===== config.mk =====
export PLATFORM = sky130hd
export DESIGN_NAME = lst_scan_timing
export DESIGN_NICKNAME = d
export VERILOG_FILES = /design/src/lst_pkg.sv /design/src/lst_cfg_mem.sv /design/src/lst_scan_timing.sv
export SDC_FILE = /design/constraint.sdc
export NUM_CORES = 1
export LEC_CHECK = 0
export BUFFER_PORTS_ARGS = -buffer_cell sky130_fd_sc_hd__buf_2
export CORE_MARGIN = 2
export CORE_UTILIZATION = 65
export CTS_BUF_LIST = sky130_fd_sc_hd__clkbuf_8 sky130_fd_sc_hd__clkbuf_16
export CTS_CLUSTER_DIAMETER = 80
export CTS_CLUSTER_SIZE = 8
export DETAILED_ROUTE_END_ITERATION = 8
export PLACE_DENSITY = 0.87
export RECOVER_POWER = 25
export SLEW_MARGIN = 20
export SYNTH_ARGS = -nofsm -noshare
export SYNTH_HDL_FRONTEND = slang
export SYNTH_SLANG_ARGS = --single-unit

===== constraint.sdc =====
create_clock -name clk -period 10.4 [get_ports clk]
set_clock_uncertainty 0.15 [all_clocks]
set_input_delay 0 -clock clk [delete_from_list [all_inputs] [get_ports clk]]
set_output_delay 0 -clock clk [all_outputs]
set_load 0.05 [all_outputs]

===== src/lst_pkg.sv =====
// package for the lcd scan timing setup block: command codes, field layout, reset values
// assumes a single 100 mhz clock domain and a byte-wide host write port
package lst_pkg;
  // command codes
  localparam logic [7:0] CMD_SYSTEM_SET = 8'h40;
  localparam logic [7:0] CMD_MEMORY_WRITE = 8'h42;
  // register offsets of the system setup group
  localparam logic [3:0] REG_SYSTEM_CONFIG_FLAGS = 4'h0;
  localparam logic [3:0] REG_FIELD_WIDTH = 4'h1;
  localparam logic [3:0] REG_FIELD_HEIGHT = 4'h2;
  localparam logic [3:0] REG_BYTES_PER_LINE = 4'h3;
  localparam logic [3:0] REG_TOTAL_LINE_LENGTH = 4'h4;
  localparam logic [3:0] REG_LINES_PER_FRAME = 4'h5;
  localparam logic [3:0] REG_LAST = 4'h7;
  // flag bit positions in system_config_flags
  localparam int BIT_CHAR_ROM_SELECT = 0;
  localparam int BIT_CHAR_HEIGHT_SELECT = 2;
  localparam int BIT_TWO_PANEL = 3;
  localparam int BIT_TOP_LINE_COMP = 5;
  localparam int BIT_MODE_LSB = 6;
  // field width nibble in the field width register
  localparam int FW_MSB = 3;
  // reset values
  localparam logic [7:0] RST_FLAGS = 8'h00;
  localparam logic [7:0] RST_FIELD_WIDTH = 8'h07;
  localparam logic [7:0] RST_BYTES = 8'h00;
  localparam logic [7:0] RST_TOTAL = 8'h02;
  localparam logic [7:0] RST_LINES = 8'h00;
  // scan divider selections (4, 8 or 16 system clocks per divider tick)
  localparam logic [1:0] DIV_4 = 2'h0;
  localparam logic [1:0] DIV_8 = 2'h1;
  localparam logic [1:0] DIV_16 = 2'h2;
  localparam logic [4:0] DIV4_CNT = 5'h03;
  localparam logic [4:0] DIV8_CNT = 5'h07;
  localparam logic [4:0] DIV16_CNT = 5'h0f;
  // minimum extra addresses beyond displayed bytes per line
  localparam logic [8:0] LINE_MARGIN = 9'h002;
  // host write strobe bundle
  typedef struct packed {
    logic wr;
    logic command_select_line;
    logic [7:0] data;
  } lst_host_wr_t;
  // color depth modes
  typedef enum logic [1:0] {LST_BPP1, LST_BPP2, LST_BPP4} lst_bpp_t;
endpackage : lst_pkg


===== src/lst_cfg_mem.sv =====
// small register memory of the system setup parameters
// assumes writes come from the command decoder; read data are registered
module lst_cfg_mem #(
  parameter int DEPTH = 8
) (
  // clock and reset
  input wire logic clk,
  input wire logic rst,
  // write port
  input wire logic we,
  input wire logic [3:0] waddr,
  input wire logic [7:0] wdata,
  // registered read port
  input wire logic [3:0] raddr,
  output logic [7:0] rdata,
  // all entries flat for the scan logic
  output logic [DEPTH*8-1:0] flat
);
  // storage entries
  logic [7:0] mem [DEPTH];
  // one entry per generate step, each with its own reset value
  for (genvar i = 0; i < DEPTH; i++)
  begin : g_ent
    localparam logic [3:0] IDX = 4'(i);
    localparam logic [7:0] RV = (IDX == lst_pkg::REG_FIELD_WIDTH) ? lst_pkg::RST_FIELD_WIDTH :
                                (IDX == lst_pkg::REG_TOTAL_LINE_LENGTH) ? lst_pkg::RST_TOTAL :
                                8'h00;
    // entry store
    always_ff @(posedge clk or posedge rst)
    begin
      if (rst)
        mem[i] <= RV;
      else if (we && waddr == IDX)
        mem[i] <= wdata;
    end
    assign flat[i*8 +: 8] = mem[i];
  end
  // registered read data
  always_ff @(posedge clk or posedge rst)
  begin
    if (rst)
      rdata <= 8'h00;
    else
      rdata <= mem[raddr[2:0]];
  end
endmodule : lst_cfg_mem


===== src/lst_scan_timing.sv =====
// lcd scan timing core: host command/parameter intake, setup registers, line and frame scan
// assumes host writes are synchronous single-cycle strobes on clk
module lst_scan_timing #(
  parameter int REGS = 8
) (
  // clock and reset
  input wire logic clk,
  input wire logic rst,
  // host write port
  input wire lst_pkg::lst_host_wr_t host_wr,
  // scan setup not carried by parameters
  input wire logic [1:0] scan_clock_divider,
  input wire logic [3:0] panel_pixel_pos,
  // readback of the setup group
  input wire logic [3:0] read_addr,
  output logic [7:0] read_data,
  // scan outputs
  output logic line_pulse_output,
  output logic frame_start,
  output logic pixel_blank,
  output logic [7:0] line_count,
  output logic [8:0] addr_count,
  output logic [7:0] system_config_flags,
  output logic in_setup
);
  // intake state
  typedef enum logic [1:0] {S_IDLE, S_SETUP, S_MEMORY_WRITE_COMMAND} st_t;
  st_t state;
  st_t next_state;
  logic [3:0] param_idx; // next field to store
  logic [3:0] next_param_idx;
  logic [REGS*8-1:0] cfg; // flat setup fields
  logic [7:0] mem_rdata;
  // decode of host strobes
  wire is_cmd = host_wr.wr && host_wr.command_select_line;
  wire is_par = host_wr.wr && !host_wr.command_select_line;
  wire store_par = is_par && state == S_SETUP && param_idx <= lst_pkg::REG_LAST;
  // setup field views (counts stored as count minus one)
  wire [7:0] flags = cfg[lst_pkg::REG_SYSTEM_CONFIG_FLAGS*8 +: 8];
  wire [3:0] char_field_width = cfg[lst_pkg::REG_FIELD_WIDTH*8 +: 4];
  wire [7:0] bytes_m1 = cfg[lst_pkg::REG_BYTES_PER_LINE*8 +: 8];
  wire [7:0] total_line_length = cfg[lst_pkg::REG_TOTAL_LINE_LENGTH*8 +: 8];
  wire [7:0] lines_m1 = cfg[lst_pkg::REG_LINES_PER_FRAME*8 +: 8];
  // counts are register value plus one
  wire [8:0] bytes_cnt = {1'b0, bytes_m1} + 9'h001;
  wire [8:0] total_cnt = {1'b0, total_line_length} + 9'h001;
  // a too-short line is stretched to the least legal length so scanning never stalls
  wire [8:0] line_len = (total_cnt < bytes_cnt + lst_pkg::LINE_MARGIN) ?
                        bytes_cnt + lst_pkg::LINE_MARGIN : total_cnt;
  wire lst_pkg::lst_bpp_t bpp = lst_pkg::lst_bpp_t'(flags[lst_pkg::BIT_MODE_LSB +: 2]);
  // full-width field: field width at least 8 (stored 7), else the last byte of a line may be a partial column
  wire wide_field = char_field_width >= 4'h7;
  // extra divider ticks per address step by depth: 0 at 1 bpp, 1 at 2 bpp, 2 at 4 bpp
  wire [4:0] fetch_extra = (bpp == lst_pkg::LST_BPP4) ? 5'h02 :
                           (bpp == lst_pkg::LST_BPP2) ? 5'h01 : 5'h00;
  // scan divider terminal count
  wire [4:0] div_end = (scan_clock_divider == lst_pkg::DIV_16) ? lst_pkg::DIV16_CNT :
                       (scan_clock_divider == lst_pkg::DIV_8) ? lst_pkg::DIV8_CNT :
                       lst_pkg::DIV4_CNT;
  // scan counters
  logic [4:0] div_cnt;
  logic [4:0] fetch_cnt;
  logic [8:0] col;
  logic [7:0] row;
  wire div_tick = div_cnt == div_end;
  // one address step takes one tick at 1 bpp, more at deeper modes
  wire step = div_tick && fetch_cnt == fetch_extra;
  // a line shortened mid-scan ends at the next step instead of wrapping the column counter
  wire line_end = step && col >= line_len - 9'h001;
  wire frame_end = line_end && row == lines_m1;
  // blank area: beyond displayed bytes or the partial column of the last field
  wire last_byte = col == bytes_m1[7:0] + 9'h000;
  wire partial = last_byte && !wide_field && panel_pixel_pos > char_field_width;
  wire next_blank = col >= bytes_cnt || partial;
  // next state of intake
  always_comb
  begin
    next_state = state;
    next_param_idx = param_idx;
    if (is_cmd)
    begin
      if (host_wr.data == lst_pkg::CMD_SYSTEM_SET)
      begin
        next_state = S_SETUP;
        next_param_idx = lst_pkg::REG_SYSTEM_CONFIG_FLAGS;
      end
      else if (host_wr.data == lst_pkg::CMD_MEMORY_WRITE)
        next_state = S_MEMORY_WRITE_COMMAND;
      else
        next_state = S_IDLE;
    end
    else if (store_par)
      next_param_idx = param_idx + 4'h1;
  end
  // parameter storage and readback
  lst_cfg_mem #(.DEPTH(REGS)) u_mem (
    .clk(clk),
    .rst(rst),
    .we(store_par),
    .waddr(param_idx),
    .wdata(host_wr.data),
    .raddr(read_addr),
    .rdata(mem_rdata),
    .flat(cfg)
  );
  // intake registers
  always_ff @(posedge clk or posedge rst)
  begin
    if (rst)
    begin
      state <= S_IDLE;
      param_idx <= 4'h0;
    end
    else
    begin
      state <= next_state;
      param_idx <= next_param_idx;
    end
  end
  // divider and fetch counters
  always_ff @(posedge clk or posedge rst)
  begin
    if (rst)
    begin
      div_cnt <= 5'h00;
      fetch_cnt <= 5'h00;
    end
    else
    begin
      div_cnt <= div_tick ? 5'h00 : div_cnt + 5'h01;
      if (div_tick)
        fetch_cnt <= (fetch_cnt == fetch_extra) ? 5'h00 : fetch_cnt + 5'h01;
    end
  end
  // horizontal and vertical scan
  always_ff @(posedge clk or posedge rst)
  begin
    if (rst)
    begin
      col <= 9'h000;
      row <= 8'h00;
    end
    else if (step)
    begin
      col <= line_end ? 9'h000 : col + 9'h001;
      if (line_end)
        row <= frame_end ? 8'h00 : row + 8'h01;
    end
  end
  // registered outputs
  always_ff @(posedge clk or posedge rst)
  begin
    if (rst)
    begin
      line_pulse_output <= 1'b0;
      frame_start <= 1'b0;
      pixel_blank <= 1'b1;
      line_count <= 8'h00;
      addr_count <= 9'h000;
      system_config_flags <= lst_pkg::RST_FLAGS;
      read_data <= 8'h00;
      in_setup <= 1'b0;
    end
    else
    begin
      line_pulse_output <= line_end;
      frame_start <= frame_end;
      pixel_blank <= next_blank;
      line_count <= row;
      addr_count <= col;
      system_config_flags <= flags;
      read_data <= mem_rdata;
      in_setup <= state == S_SETUP;
    end
  end
  // line pulse follows every line end by one cycle
  a_line_pulse: assert property (@(posedge clk) disable iff (rst)
    line_end |=> line_pulse_output) else $error("line pulse missing");
  // row wraps to zero after the last line
  a_frame_wrap: assert property (@(posedge clk) disable iff (rst)
    frame_end |=> row == 8'h00) else $error("frame did not wrap");
  // command strobe with system setup enters setup at first field
  a_setup_enter: assert property (@(posedge clk) disable iff (rst)
    is_cmd && host_wr.data == lst_pkg::CMD_SYSTEM_SET |=> state == S_SETUP && param_idx == 4'h0)
    else $error("setup entry wrong");
  // parameter advances the field index
  a_param_step: assert property (@(posedge clk) disable iff (rst)
    store_par |=> param_idx == $past(param_idx) + 4'h1) else $error("index stuck");
  // first parameter lands in the flags output two cycles later
  a_flags_load: assert property (@(posedge clk) disable iff (rst)
    store_par && param_idx == 4'h0 |=> ##1 system_config_flags == $past(host_wr.data, 2))
    else $error("flags not stored");
  // parameter writes never change state
  a_param_no_cmd: assert property (@(posedge clk) disable iff (rst)
    is_par |=> state == $past(state)) else $error("parameter acted as command");
  // columns past displayed bytes show blank
  a_blank_tail: assert property (@(posedge clk) disable iff (rst)
    col >= bytes_cnt |=> pixel_blank) else $error("tail not blank");
  // a scanned line never ends before bytes plus margin columns
  a_line_min: assert property (@(posedge clk) disable iff (rst)
    line_end |-> col + 9'h001 >= bytes_cnt + lst_pkg::LINE_MARGIN) else $error("line too short");
  // at least four clocks between address steps
  a_step_div: assert property (@(posedge clk) disable iff (rst)
    step |=> !step [*3]) else $error("step off divider");
endmodule : lst_scan_timing


Word level (Yosys, flattened, before mapping)

Cells that the tools add are included.

Word-level logic and storage cells: 100
Bits of input ports: 22
Flip-flop bits (word level): 142

Add/subtract/negate cells: 9
Reduce and logical (&&, ||, !) cells: 24
Bitwise operators: 1
$lt $le $gt $ge: 7
Muxes and demuxes: 17
Equal/unequal tests: 19

Operators with widths:

| cell                  | count |
|---|---|
| $bmux W8 S3           | 1 |
| $mux W8               | 3 |
| $add A8 B1 Y9 const B | 2 |
| $ge A9 B9 Y1          | 2 |
| $mux W9               | 2 |
| $logic_and A1 B1 Y1   | 17 |
| $eq A4 B3 Y1 const B  | 4 |
| $eq A8 B7 Y1 const B  | 2 |
| $mux W4               | 4 |
| $add A5 B1 Y5 const B | 2 |
| $mux W5               | 2 |
| $add A9 B1 Y9 const B | 1 |
| $add A9 B2 Y9 const B | 1 |
| $eq A9 B8 Y1          | 1 |
| $lt A9 B9 Y1          | 1 |
| $sub A9 B1 Y9 const B | 1 |
| $add A8 B1 Y8 const B | 1 |
| $eq A4 B2 Y1 const B  | 2 |
| $eq A8 B8 Y1          | 1 |
| $eq A2 B1 Y1 const B  | 3 |
| $mux W2               | 3 |
| $eq A5 B2 Y1          | 1 |
| $eq A5 B4 Y1          | 1 |
| $add A4 B1 Y4 const B | 1 |
| 15 further kinds      | 18 |

Longest topological paths before layout

Gate-level depths: netlist (run 1).

Depth in word-level cells: 9
Mapped depth: 29
Depth with buffers taken out: 27

Hierarchy

A second synthesis (run 1) with hierarchy kept.

Cells, all modules: 628
Area total of the unflattened synthesis: 7614.8 um^2

Modules (own cells, without submodules):

| module          | cells each | instances | sequential area each (um^2) | area an instance (um^2) |
|---|---|---|---|---|
| lst_scan_timing | 446        | 1         | 1752.9                      | 4405.5 |
| lst_cfg_mem     | 182        | 1         | 1806.7                      | 3209.3 |

Worst setup path after synthesis (run 1)

Ideal clock, no wire load.

Kind: flip-flop to flip-flop
Start: register u_mem.mem, in the netlist u_mem.flat[24]
End: register row[2]
Path buffers: 2
Arrival time: 5.171 ns
Period minus slack after synthesis: 5.459 ns
Data required time: 10.111 ns
Path slack: 4.941 ns
Stages on the path, launching flop included: 28
Cells stage by stage: dfrtp_1 -> ha_1 -> clkbuf_1 -> xor2_1 -> ha_1 -> xor2_1 -> ha_1 -> a21oi_1 -> o21ai_0 -> a31oi_1 -> maj3_2 -> o21ai_4 -> buf_4 -> o21ai_0 -> ha_1 -> nand2_1 -> nor3_1 -> nand3_1 -> xor2_1 -> nand2_1 -> o21ai_1 -> ha_1 -> a21oi_1 -> inv_1 -> nand3_1 -> clkinv_1 -> o21ai_0 -> o21ai_0

Cells in the longest elaborated chain, start to end: 9

RTL lines:

| what                            | RTL line                                     | RTL |
|---|---|---|
| start, declared                 | lst_cfg_mem.sv:20                            | `logic [7:0] mem [DEPTH];` |
| start signal, assigned by index | lst_cfg_mem.sv:34                            | `mem[i] <= wdata;` |
| $add A8 B1 Y9 (*)               | lst_scan_timing.sv:45                        | `wire [8:0] bytes_cnt = {1'b0, bytes_m1} + 9'h001;` |
| $add A9 B2 Y9 (*)               | lst_scan_timing.sv:48, lst_scan_timing.sv:49 |  |
| $lt A9 B9 Y1                    | lst_scan_timing.sv:48                        | `wire [8:0] line_len = (total_cnt < bytes_cnt + lst_pkg::LINE_MARGIN) ?` |
| $mux W9 (*)                     | lst_scan_timing.sv:48                        |  |
| $sub A9 B1 Y9 (*)               | lst_scan_timing.sv:69                        | `wire line_end = step && col >= line_len - 9'h001;` |
| $ge A9 B9 Y1 (*)                | lst_scan_timing.sv:69                        |  |
| $logic_and A1 B1 Y1 (*)         | lst_scan_timing.sv:69                        |  |
| via line_end                    | lst_scan_timing.sv:69                        |  |
| $logic_and A1 B1 Y1             | lst_scan_timing.sv:70                        | `wire frame_end = line_end && row == lines_m1;` |
| $mux W8                         | lst_scan_timing.sv:147                       | `row <= frame_end ? 8'h00 : row + 8'h01;` |
| end signal, assigned            | lst_scan_timing.sv:147                       |  |
| end, declared                   | lst_scan_timing.sv:64                        | `logic [7:0] row;` |

Mark *: on every way through the listed nets, which the timed path passes. The rest lies on a longest branch.
A chain may end at the register's enable or synchronous reset.

Worst setup path in the final report (run 1)

Start: register u_mem.mem, in the netlist u_mem.flat[25]
End: register row[3]

The elaborated chain is that of the path after synthesis.

==> key figures, run 1 <==
Status
  • Status: finished with violations
  • Failing checks: capacitance limit, slew limit

Timing
  • Final period utilization: 0.6520
  • Worst hold slack: around 0.12 ns
  • Pins over their slew limit: 56
  • Fmax: approximately 0.15 GHz
  • Final TNS setup: 0 ns
  • Slew HR: -0.5604
  • Setup Viol. Count Final: 0
  • Worst Setup Slack, final: between 3 and 4 ns
  • Hold Fails Final Rpt: 0
  • Post-route minimum period: between 6 and 7 ns
  • Worst-margin pin slew: 2.328 ns
  • RSZ-0062 raised after global routing: no

Cells and area
  • Final nets: 753
  • Fraction of layout cells with a size suffix above 1: 0.2710
  • Fill cells: around 650
  • Inserted Diodes: 0
  • Synth-to-Final Area Change: 14.21%

Yosys
  • Post-synthesis simple-gate area fraction: 0.1146
  • EDFF count, synth: 0
  • Prevailing post-synth register cell: dfrtp_1
  • Mapped Area: between 7000 and 8000 um2
  • Top post-synthesis cells by count: dfrtp_1, mux2_2, nand2_1, ha_1, o21ai_0
  • Synth Area in XOR/XNOR: 0.06501
  • Syn Area/Cell: between 10 and 15 um2
  • Area leader, netlist: dfrtp_1
  • Warnings from Yosys: 0
  • Largest family of logic cells by synthesized area: multiplexers
  • #FFs+latches synth: about 140
  • Post-Synthesis Cells: 620
  • Cell variety after synth: 62
  • Post-synthesis compound-gate area fraction: 0.07775
  • Count leader, synth: dfrtp_1
  • Post-synth ARST share: 1.000
  • Syn_nets: slightly below 700
  • Sequential area share after synthesis: 0.4829
  • Synth Area in Adders: 0.07282
  • Top-area cell type share of the netlist area: 0.4651
  • Mux share of post-synthesis cell area: 0.1608
  • Area contributors post-synth: dfrtp_1, mux2_2, ha_1, mux4_2, xnor2_1

Die
  • # rows: 38
  • Die area: about 12000 um2
  • Core area: between 10000 and 15000 um2
  • Chip Width: 110.5 um
  • Die Ht: about 110 um
  • I/O pin cnt: 59
  • Initial Util: 0.6740

Pwr
  • Power share of the combinational group: 0.133
  • Sw frac: 0.2795
  • Peak VDD IR: approximately 0.24 mV
  • Pwr per Cell Area: 160.3 nW/um2
  • Clock network fraction of total power: 0.409
  • Sw power: 0.3771 mW
  • Internal: 0.9724 mW
  • Sequential share of power: 0.459
  • LEAKAGE: a little over 4 nW

Placement
  • Place WS: approximately 3.8 ns
  • PortBufs: 57
  • Post-DP HPWL: 11800 um
  • RePlAce Congestion: around 0.89

Global routing
  • Initial antenna violation count: 0
  • Pin count of the biggest net entering global routing: 89
  • Gr ovfl total: 0
  • Vias in the first global route: about 5500
  • First-pass GRT wire length: approximately 29000 um
  • Global-route usage over all layers: 0.2997

Detailed routing
  • First drt pass iteration count: 5
  • Vias per inst: approximately 6.3
  • DRC viols: 0
  • Post-route ant nets: 0
  • Via count: approximately 5300
  • Initial DRC count: 473
  • Drt total wl: about 17000 um
  • Wirelength per Cell: roughly 21 um

Hold path
  • HP Class: input port to register

Clock network
  • Root Driver: clkbuf_16
  • CTS Buf Count: 17
  • CTS clock-pin slew for the worst setup and hold paths: ~0.060 ns
  • # clock sinks: around 140
  • H-tree lvl count: 4
  • TritonCTS clock tree: yes
  • Clock Latency Late Sink: ~0.43 ns
  • Clock tree buffer depth: 2

Flow run
  • Max cap viols: 1

Setup path
  • CP arrival: between 6 and 7 ns
  • CP max FO: 17
  • CP required: 10.52 ns
  • CP endpoint kind: register
  • Setup CP Type: register to register
  • Startpoint types: register
==> power groups by stage <==
| stage | combinational, mW | clock, mW | sequential, mW |
|---|---|---|---|
| CTS | 0.181 | 0.555 | 0.618 |
| global placement | 0.164 | 0 | 0.623 |
| floorplan | 0.0901 | 0 | 0.657 |
| finish | 0.179 | 0.551 | 0.619 |
| detailed placement | 0.174 | 0 | 0.626 |
| global route | 0.195 | 0.578 | 0.622 |
==> flip-flops by register name, indices dropped and copies added, names as in the netlist <==
name                 cells
u_mem.flat              64
line_count               8
addr_count               9
line_pulse_output        1
system_config_flags      8
param_idx                4
pixel_blank              1
fetch_cnt                5
col                      9
row                      8
in_setup                 1
read_data                8
div_cnt                  5
frame_start              1
state                    2
u_mem.rdata              8
==> worst max-delay path, cell delays in order (launching register included) <==
cell	delay [ns]
dfrtp_1	0.53
ha_1	0.44
xor2_1	0.24
ha_1	0.22
xor2_1	0.40
ha_1	0.34
a21oi_1	0.13
o21ai_0	0.10
a31oi_1	0.37
maj3_2	0.33
o21ai_4	0.14
o21ai_0	0.40
ha_1	0.32
nand2_1	0.10
nor3_1	0.26
nand3_1	0.14
xor2_1	0.16
nand2_1	0.06
o21ai_1	0.07
ha_1	0.29
a21oi_1	0.19
inv_1	0.08
nand3_1	0.31
clkinv_1	0.33
o21ai_0	0.31
o21ai_0	0.21
==> per-stage QoR <==
step	cells	utilization	total power, mW	area (um2)
final	841	0.7698	1.350	8418
after global routing	841	0.7698	1.396	8418
after CTS	841	0.7698	1.354	8418
after detailed placement	797	0.7092	0.8001	7755
after global placement	797	0.7092	0.7871	7755
after floorplan	620	-	0.7469	7371
==> layer usage <==
metal  up-vias  global-route usage  wire length, um
li1       2354                   -                -
met3        44             0.06861             1053
met4         0              0.1200              492
met5         -                   0                0
met2       219              0.5162             8972
met1      2654              0.3673             6909
==> repair_timing <==
item | 4_1_cts | 5_1_grt
hold buffers | 13 | 0
buffers inserted | 0 | 0
hold endpoints to repair | 132 | 0
setup endpoints to repair | 0 | 0
resized for setup | 0 | 0
==> final timing paths <==
check                                   start        endpoint  slack, ns  depth (start not counted)
setup / recovery               u_mem.flat[25]          row[3]       3.62                         25
hold / removal             panel_pixel_pos[1]     pixel_blank       0.12                          7
setup reg to reg               u_mem.flat[25]          row[3]       3.62                         25
hold reg to reg                u_mem.rdata[4]    read_data[4]       0.20                          0
max in group asynchronous                 rst  u_mem.flat[34]       7.96                          4
min in group asynchronous                 rst   line_count[2]       0.59                          3
==> final cells by class <==
cell class	instances	area, um2	share of cell area
multi-input cells	432	3625	0.4306
clock buffers	17	425.4	0.05054
inverters	24	91.34	0.01085
well taps	140	175.2	0.02081
clock inverters	14	107.6	0.01278
repair buffers	72	434.2	0.05158
flip-flops and latches	142	3560	0.4229
==> cell families (layout without fill, tap and decap cells) <==
logic type,count (synthesis),after routing
simple gates,160,160
compound gates,86,86
mux,90,90
fa+ha+maj,43,43
xor+xnor,53,53
flops,142,142
buf+inv,46,127
==> cells in the final DEF (no fill, tap or decap), types with 7 or more instances in the layout <==
master / instances
a21o_1: 9
a21oi_1: 17
and2_1: 8
buf_2: 57
clkbuf_16: 17
dfrtp_1: 137
dlygate4sd3_1: 13
ha_1: 42
inv_1: 25
mux2_2: 67
mux2i_1: 7
mux4_2: 16
nand2_1: 43
nand2b_1: 12
nand3_1: 17
nand4_1: 10
nor2_1: 24
nor3_1: 13
o21ai_0: 34
xnor2_1: 27
xor2_1: 24
No activity file was read; power rests on OpenSTA's default activity.
==> run 2, diff against run 1 <==
--- a/config.mk
+++ b/config.mk
@@ -5,14 +5,15 @@
 export SDC_FILE = /design/constraint.sdc
 export NUM_CORES = 1
 export LEC_CHECK = 0
+export ABC_AREA = 1
 export BUFFER_PORTS_ARGS = -buffer_cell sky130_fd_sc_hd__buf_2
 export CORE_MARGIN = 2
-export CORE_UTILIZATION = 65
+export CORE_UTILIZATION = 54
 export CTS_BUF_LIST = sky130_fd_sc_hd__clkbuf_8 sky130_fd_sc_hd__clkbuf_16
 export CTS_CLUSTER_DIAMETER = 80
 export CTS_CLUSTER_SIZE = 8
 export DETAILED_ROUTE_END_ITERATION = 8
-export PLACE_DENSITY = 0.87
+export PLACE_DENSITY = 0.77
 export RECOVER_POWER = 25
 export SLEW_MARGIN = 20
 export SYNTH_ARGS = -nofsm -noshare
==> constraint.sdc (replaced) <==
create_clock -name clk -period 5.55 [get_ports clk]
set_clock_uncertainty 0.15 [all_clocks]
set_input_delay 0 -clock clk [delete_from_list [all_inputs] [get_ports clk]]
set_output_delay 0 -clock clk [all_outputs]
set_load 0.05 [all_outputs]
==> key figures, run 2 <==
Timing
  • Post-route minimum period: between 5 and 6 ns
  • Worst Setup Slack, final: 0.3974 ns
  • Slew HR: -1.070
  • Hold Fails Final Rpt: 0
  • Worst-margin pin slew: approximately 3 ns
  • Final period utilization: 0.9284
  • Fmax: just under 0.2 GHz
  • Pins over their slew limit: 76
  • Setup Viol. Count Final: 0

Placement
  • Place WS: a little over 0.2 ns
  • Post-DP HPWL: between 10000 and 15000 um
  • Dpl cells: between 1000 and 1500
  • PortBufs: 57
  • Post-DP Area: about 8000 um2
  • RePlAce Congestion: 0.8563

Detailed routing
  • Vias per inst: 5.464
  • First drt pass iteration count: 5
  • Wirelength per Cell: ~16 um
  • Drt total wl: roughly 18000 um
  • Initial DRC count: between 500 and 600
  • Post-route ant nets: 0
  • DRC viols: 0
  • Via count: about 6000

Yosys
  • Top post-synthesis cells by count: nand2_1, dfrtp_1, o21ai_0, inv_1, nor2_1
  • Prevailing post-synth register cell: dfrtp_1
  • #FFs+latches synth: roughly 140
  • Area contributors post-synth: dfrtp_1, nand2_1, o21ai_0, ha_1, inv_1
  • Mapped Area: roughly 7400 um2
  • Syn_nets: 908
  • Warnings from Yosys: 0
  • Top-area cell type share of the netlist area: 0.4654
  • EDFF count, synth: 0
  • Syn Area/Cell: approximately 8.7 um2
  • Post-Synthesis Cells: between 800 and 900
  • Cell variety after synth: 42
  • Count leader, synth: nand2_1
  • Sequential area share after synthesis: 0.4832
  • Area leader, netlist: dfrtp_1
  • Post-synth ARST share: 1.000

Cells and area
  • Fill cells: ~1000
  • Fraction of layout cells with a size suffix above 1: 0.1811
  • Inserted Diodes: 0
  • Final nets: roughly 1000
  • Most common cell after layout, fill and taps aside: nand2_1
  • Final Cell Area: between 8000 and 9000 um2
  • Most frequent cells in the layout: nand2_1, dfrtp_1, o21ai_0
  • Finished Layout Cells: around 1100
  • Largest register FFs: 64
  • Final Util: 0.6681
  • Synth-to-Final Area Change: 20.57%

Setup path
  • CP required: 5.71 ns
  • R2r worst-path depth: 30
  • CP max FO: 7
  • CP delay by family, top: simple AND/OR/NAND/NOR gates
  • WP depth: 30
  • Startpoint types: register
  • Worst path most repeated cell: nand2_1
  • Max incr delay on CP: approximately 0.40 ns
  • Buffers and inverters on the worst path: 3
  • Setup CP Type: register to register
  • CP arrival: 5.32 ns
  • CP endpoint kind: register
  • Cell with the largest stage delay on the worst path: dfrtp_1

Clock network
  • TritonCTS clock tree: yes
  • H-tree lvl count: 4
  • CTS Buf Count: 17
  • Root Driver: clkbuf_16
  • Clock tree buffer depth: 2
  • Clock Latency Late Sink: around 0.43 ns
  • # clock sinks: roughly 140
  • CTS clock-pin slew for the worst setup and hold paths: ~0.060 ns

Global routing
  • Met2 Track Usage GR: 0.4177
  • Gr ovfl total: 0
  • Vias in the first global route: ~5900
  • Met1 usage: 0.3318
  • Gr busiest metal: met2
  • Pin count of the biggest net entering global routing: between 70 and 80
  • Met3 GRT Util: 0.06415
  • First-pass GRT wire length: between 20000 and 30000 um
  • Initial antenna violation count: 0
  • Global-route usage over all layers: 0.2558

Status
  • Status: finished with violations
  • Failing checks: capacitance limit, slew limit

Pwr
  • Peak VDD IR: 0.2779 mV
  • LEAKAGE: between 4 and 5 nW
  • Power, Total: 3.190 mW
  • Pwr per Cell Area: 359.2 nW/um2

Die
  • Initial Util: 0.5541
  • Core area: approximately 13000 um2
  • I/O pin cnt: 59
  • Die area: around 15000 um2
  • Chip Width: 120.8 um
  • Die Ht: around 120 um
  • # rows: 42

Flow run
  • Max cap viols: 1

Hold path
  • Hold depth: 6
  • HP Class: input port to register
run 2: stage by stage:
stage | hold WS (ns) | setup TNS [ns]
CTS | 0.02086 | 0
global placement | -0.01203 | 0
finish | 0.03770 | 0
global route | 0.08303 | -0.05025
detailed placement | -0.008261 | 0
floorplan | -0.05260 | 0
run 2: what timing repair did:
action,CTS,global route
setup endpoints to repair,0,16
hold buffers,24,0
resized for setup,0,26
buffers inserted,0,4
endpoints found under the hold margin,153,0
run 2: layout make-up:
class	count	area (um2)	area share
Clock buffer	20	466.7	0.05254
Clock inverter	12	166.4	0.01874
Sequential cell	142	3561	0.4009
Tap cell	176	220.2	0.02479
Timing Repair Buffer	94	623.1	0.07015
Multi-Input combinational cell	588	3485	0.3923
Inverter	94	360.3	0.04057
run 2: metal layers:
layer	vias to the layer above	share of wire
met5	-	0
met4	0	0.020
met3	35	0.065
met2	189	0.48
met1	2917	0.43
li1	3011	-
run 2: final timing paths:
check	from	end	slack, ns
max in group asynchronous	rst	u_mem.flat[53]	2.50
hold / removal	scan_clock_divider[0]	div_cnt[2]	0.04
setup / recovery	u_mem.flat[24]	row[7]	0.40
min in group asynchronous	rst	div_cnt[4]	0.86
setup reg to reg	u_mem.flat[24]	row[7]	0.40
hold reg to reg	u_mem.rdata[3]	read_data[3]	0.20
run 2: kinds of logic (layout without fill, tap and decap cells):
kind of cell,Yosys count,count (layout),share of synthesized area
AO/OA/AOI/OAI,185,185,0.1360
XOR/XNOR,27,27,0.03210
adder cells (fa/ha/maj),42,42,0.07133
buffers and inverters,115,220,0.06216
AND/OR/NAND/NOR,333,334,0.2152
flip-flops,142,142,0.4832
run 2: worst register-to-register path: cells and delay by family (launching register included):
family	cells	cell delay, ns
AO/OA/AOI/OAI	6	1.13
XOR/XNOR	1	0.14
flip-flops	1	0.40
adder cells (fa/ha/maj)	4	1.12
buffers and inverters	3	0.24
AND/OR/NAND/NOR	16	1.87
run 2: power breakdown:
group	total (mW)	switching [mW]	internal, mW
Sequential	1.30	0.137	1.16
Clock	1.21	0.427	0.783
Combinational	0.680	0.470	0.209
Total	3.19	1.03	2.16
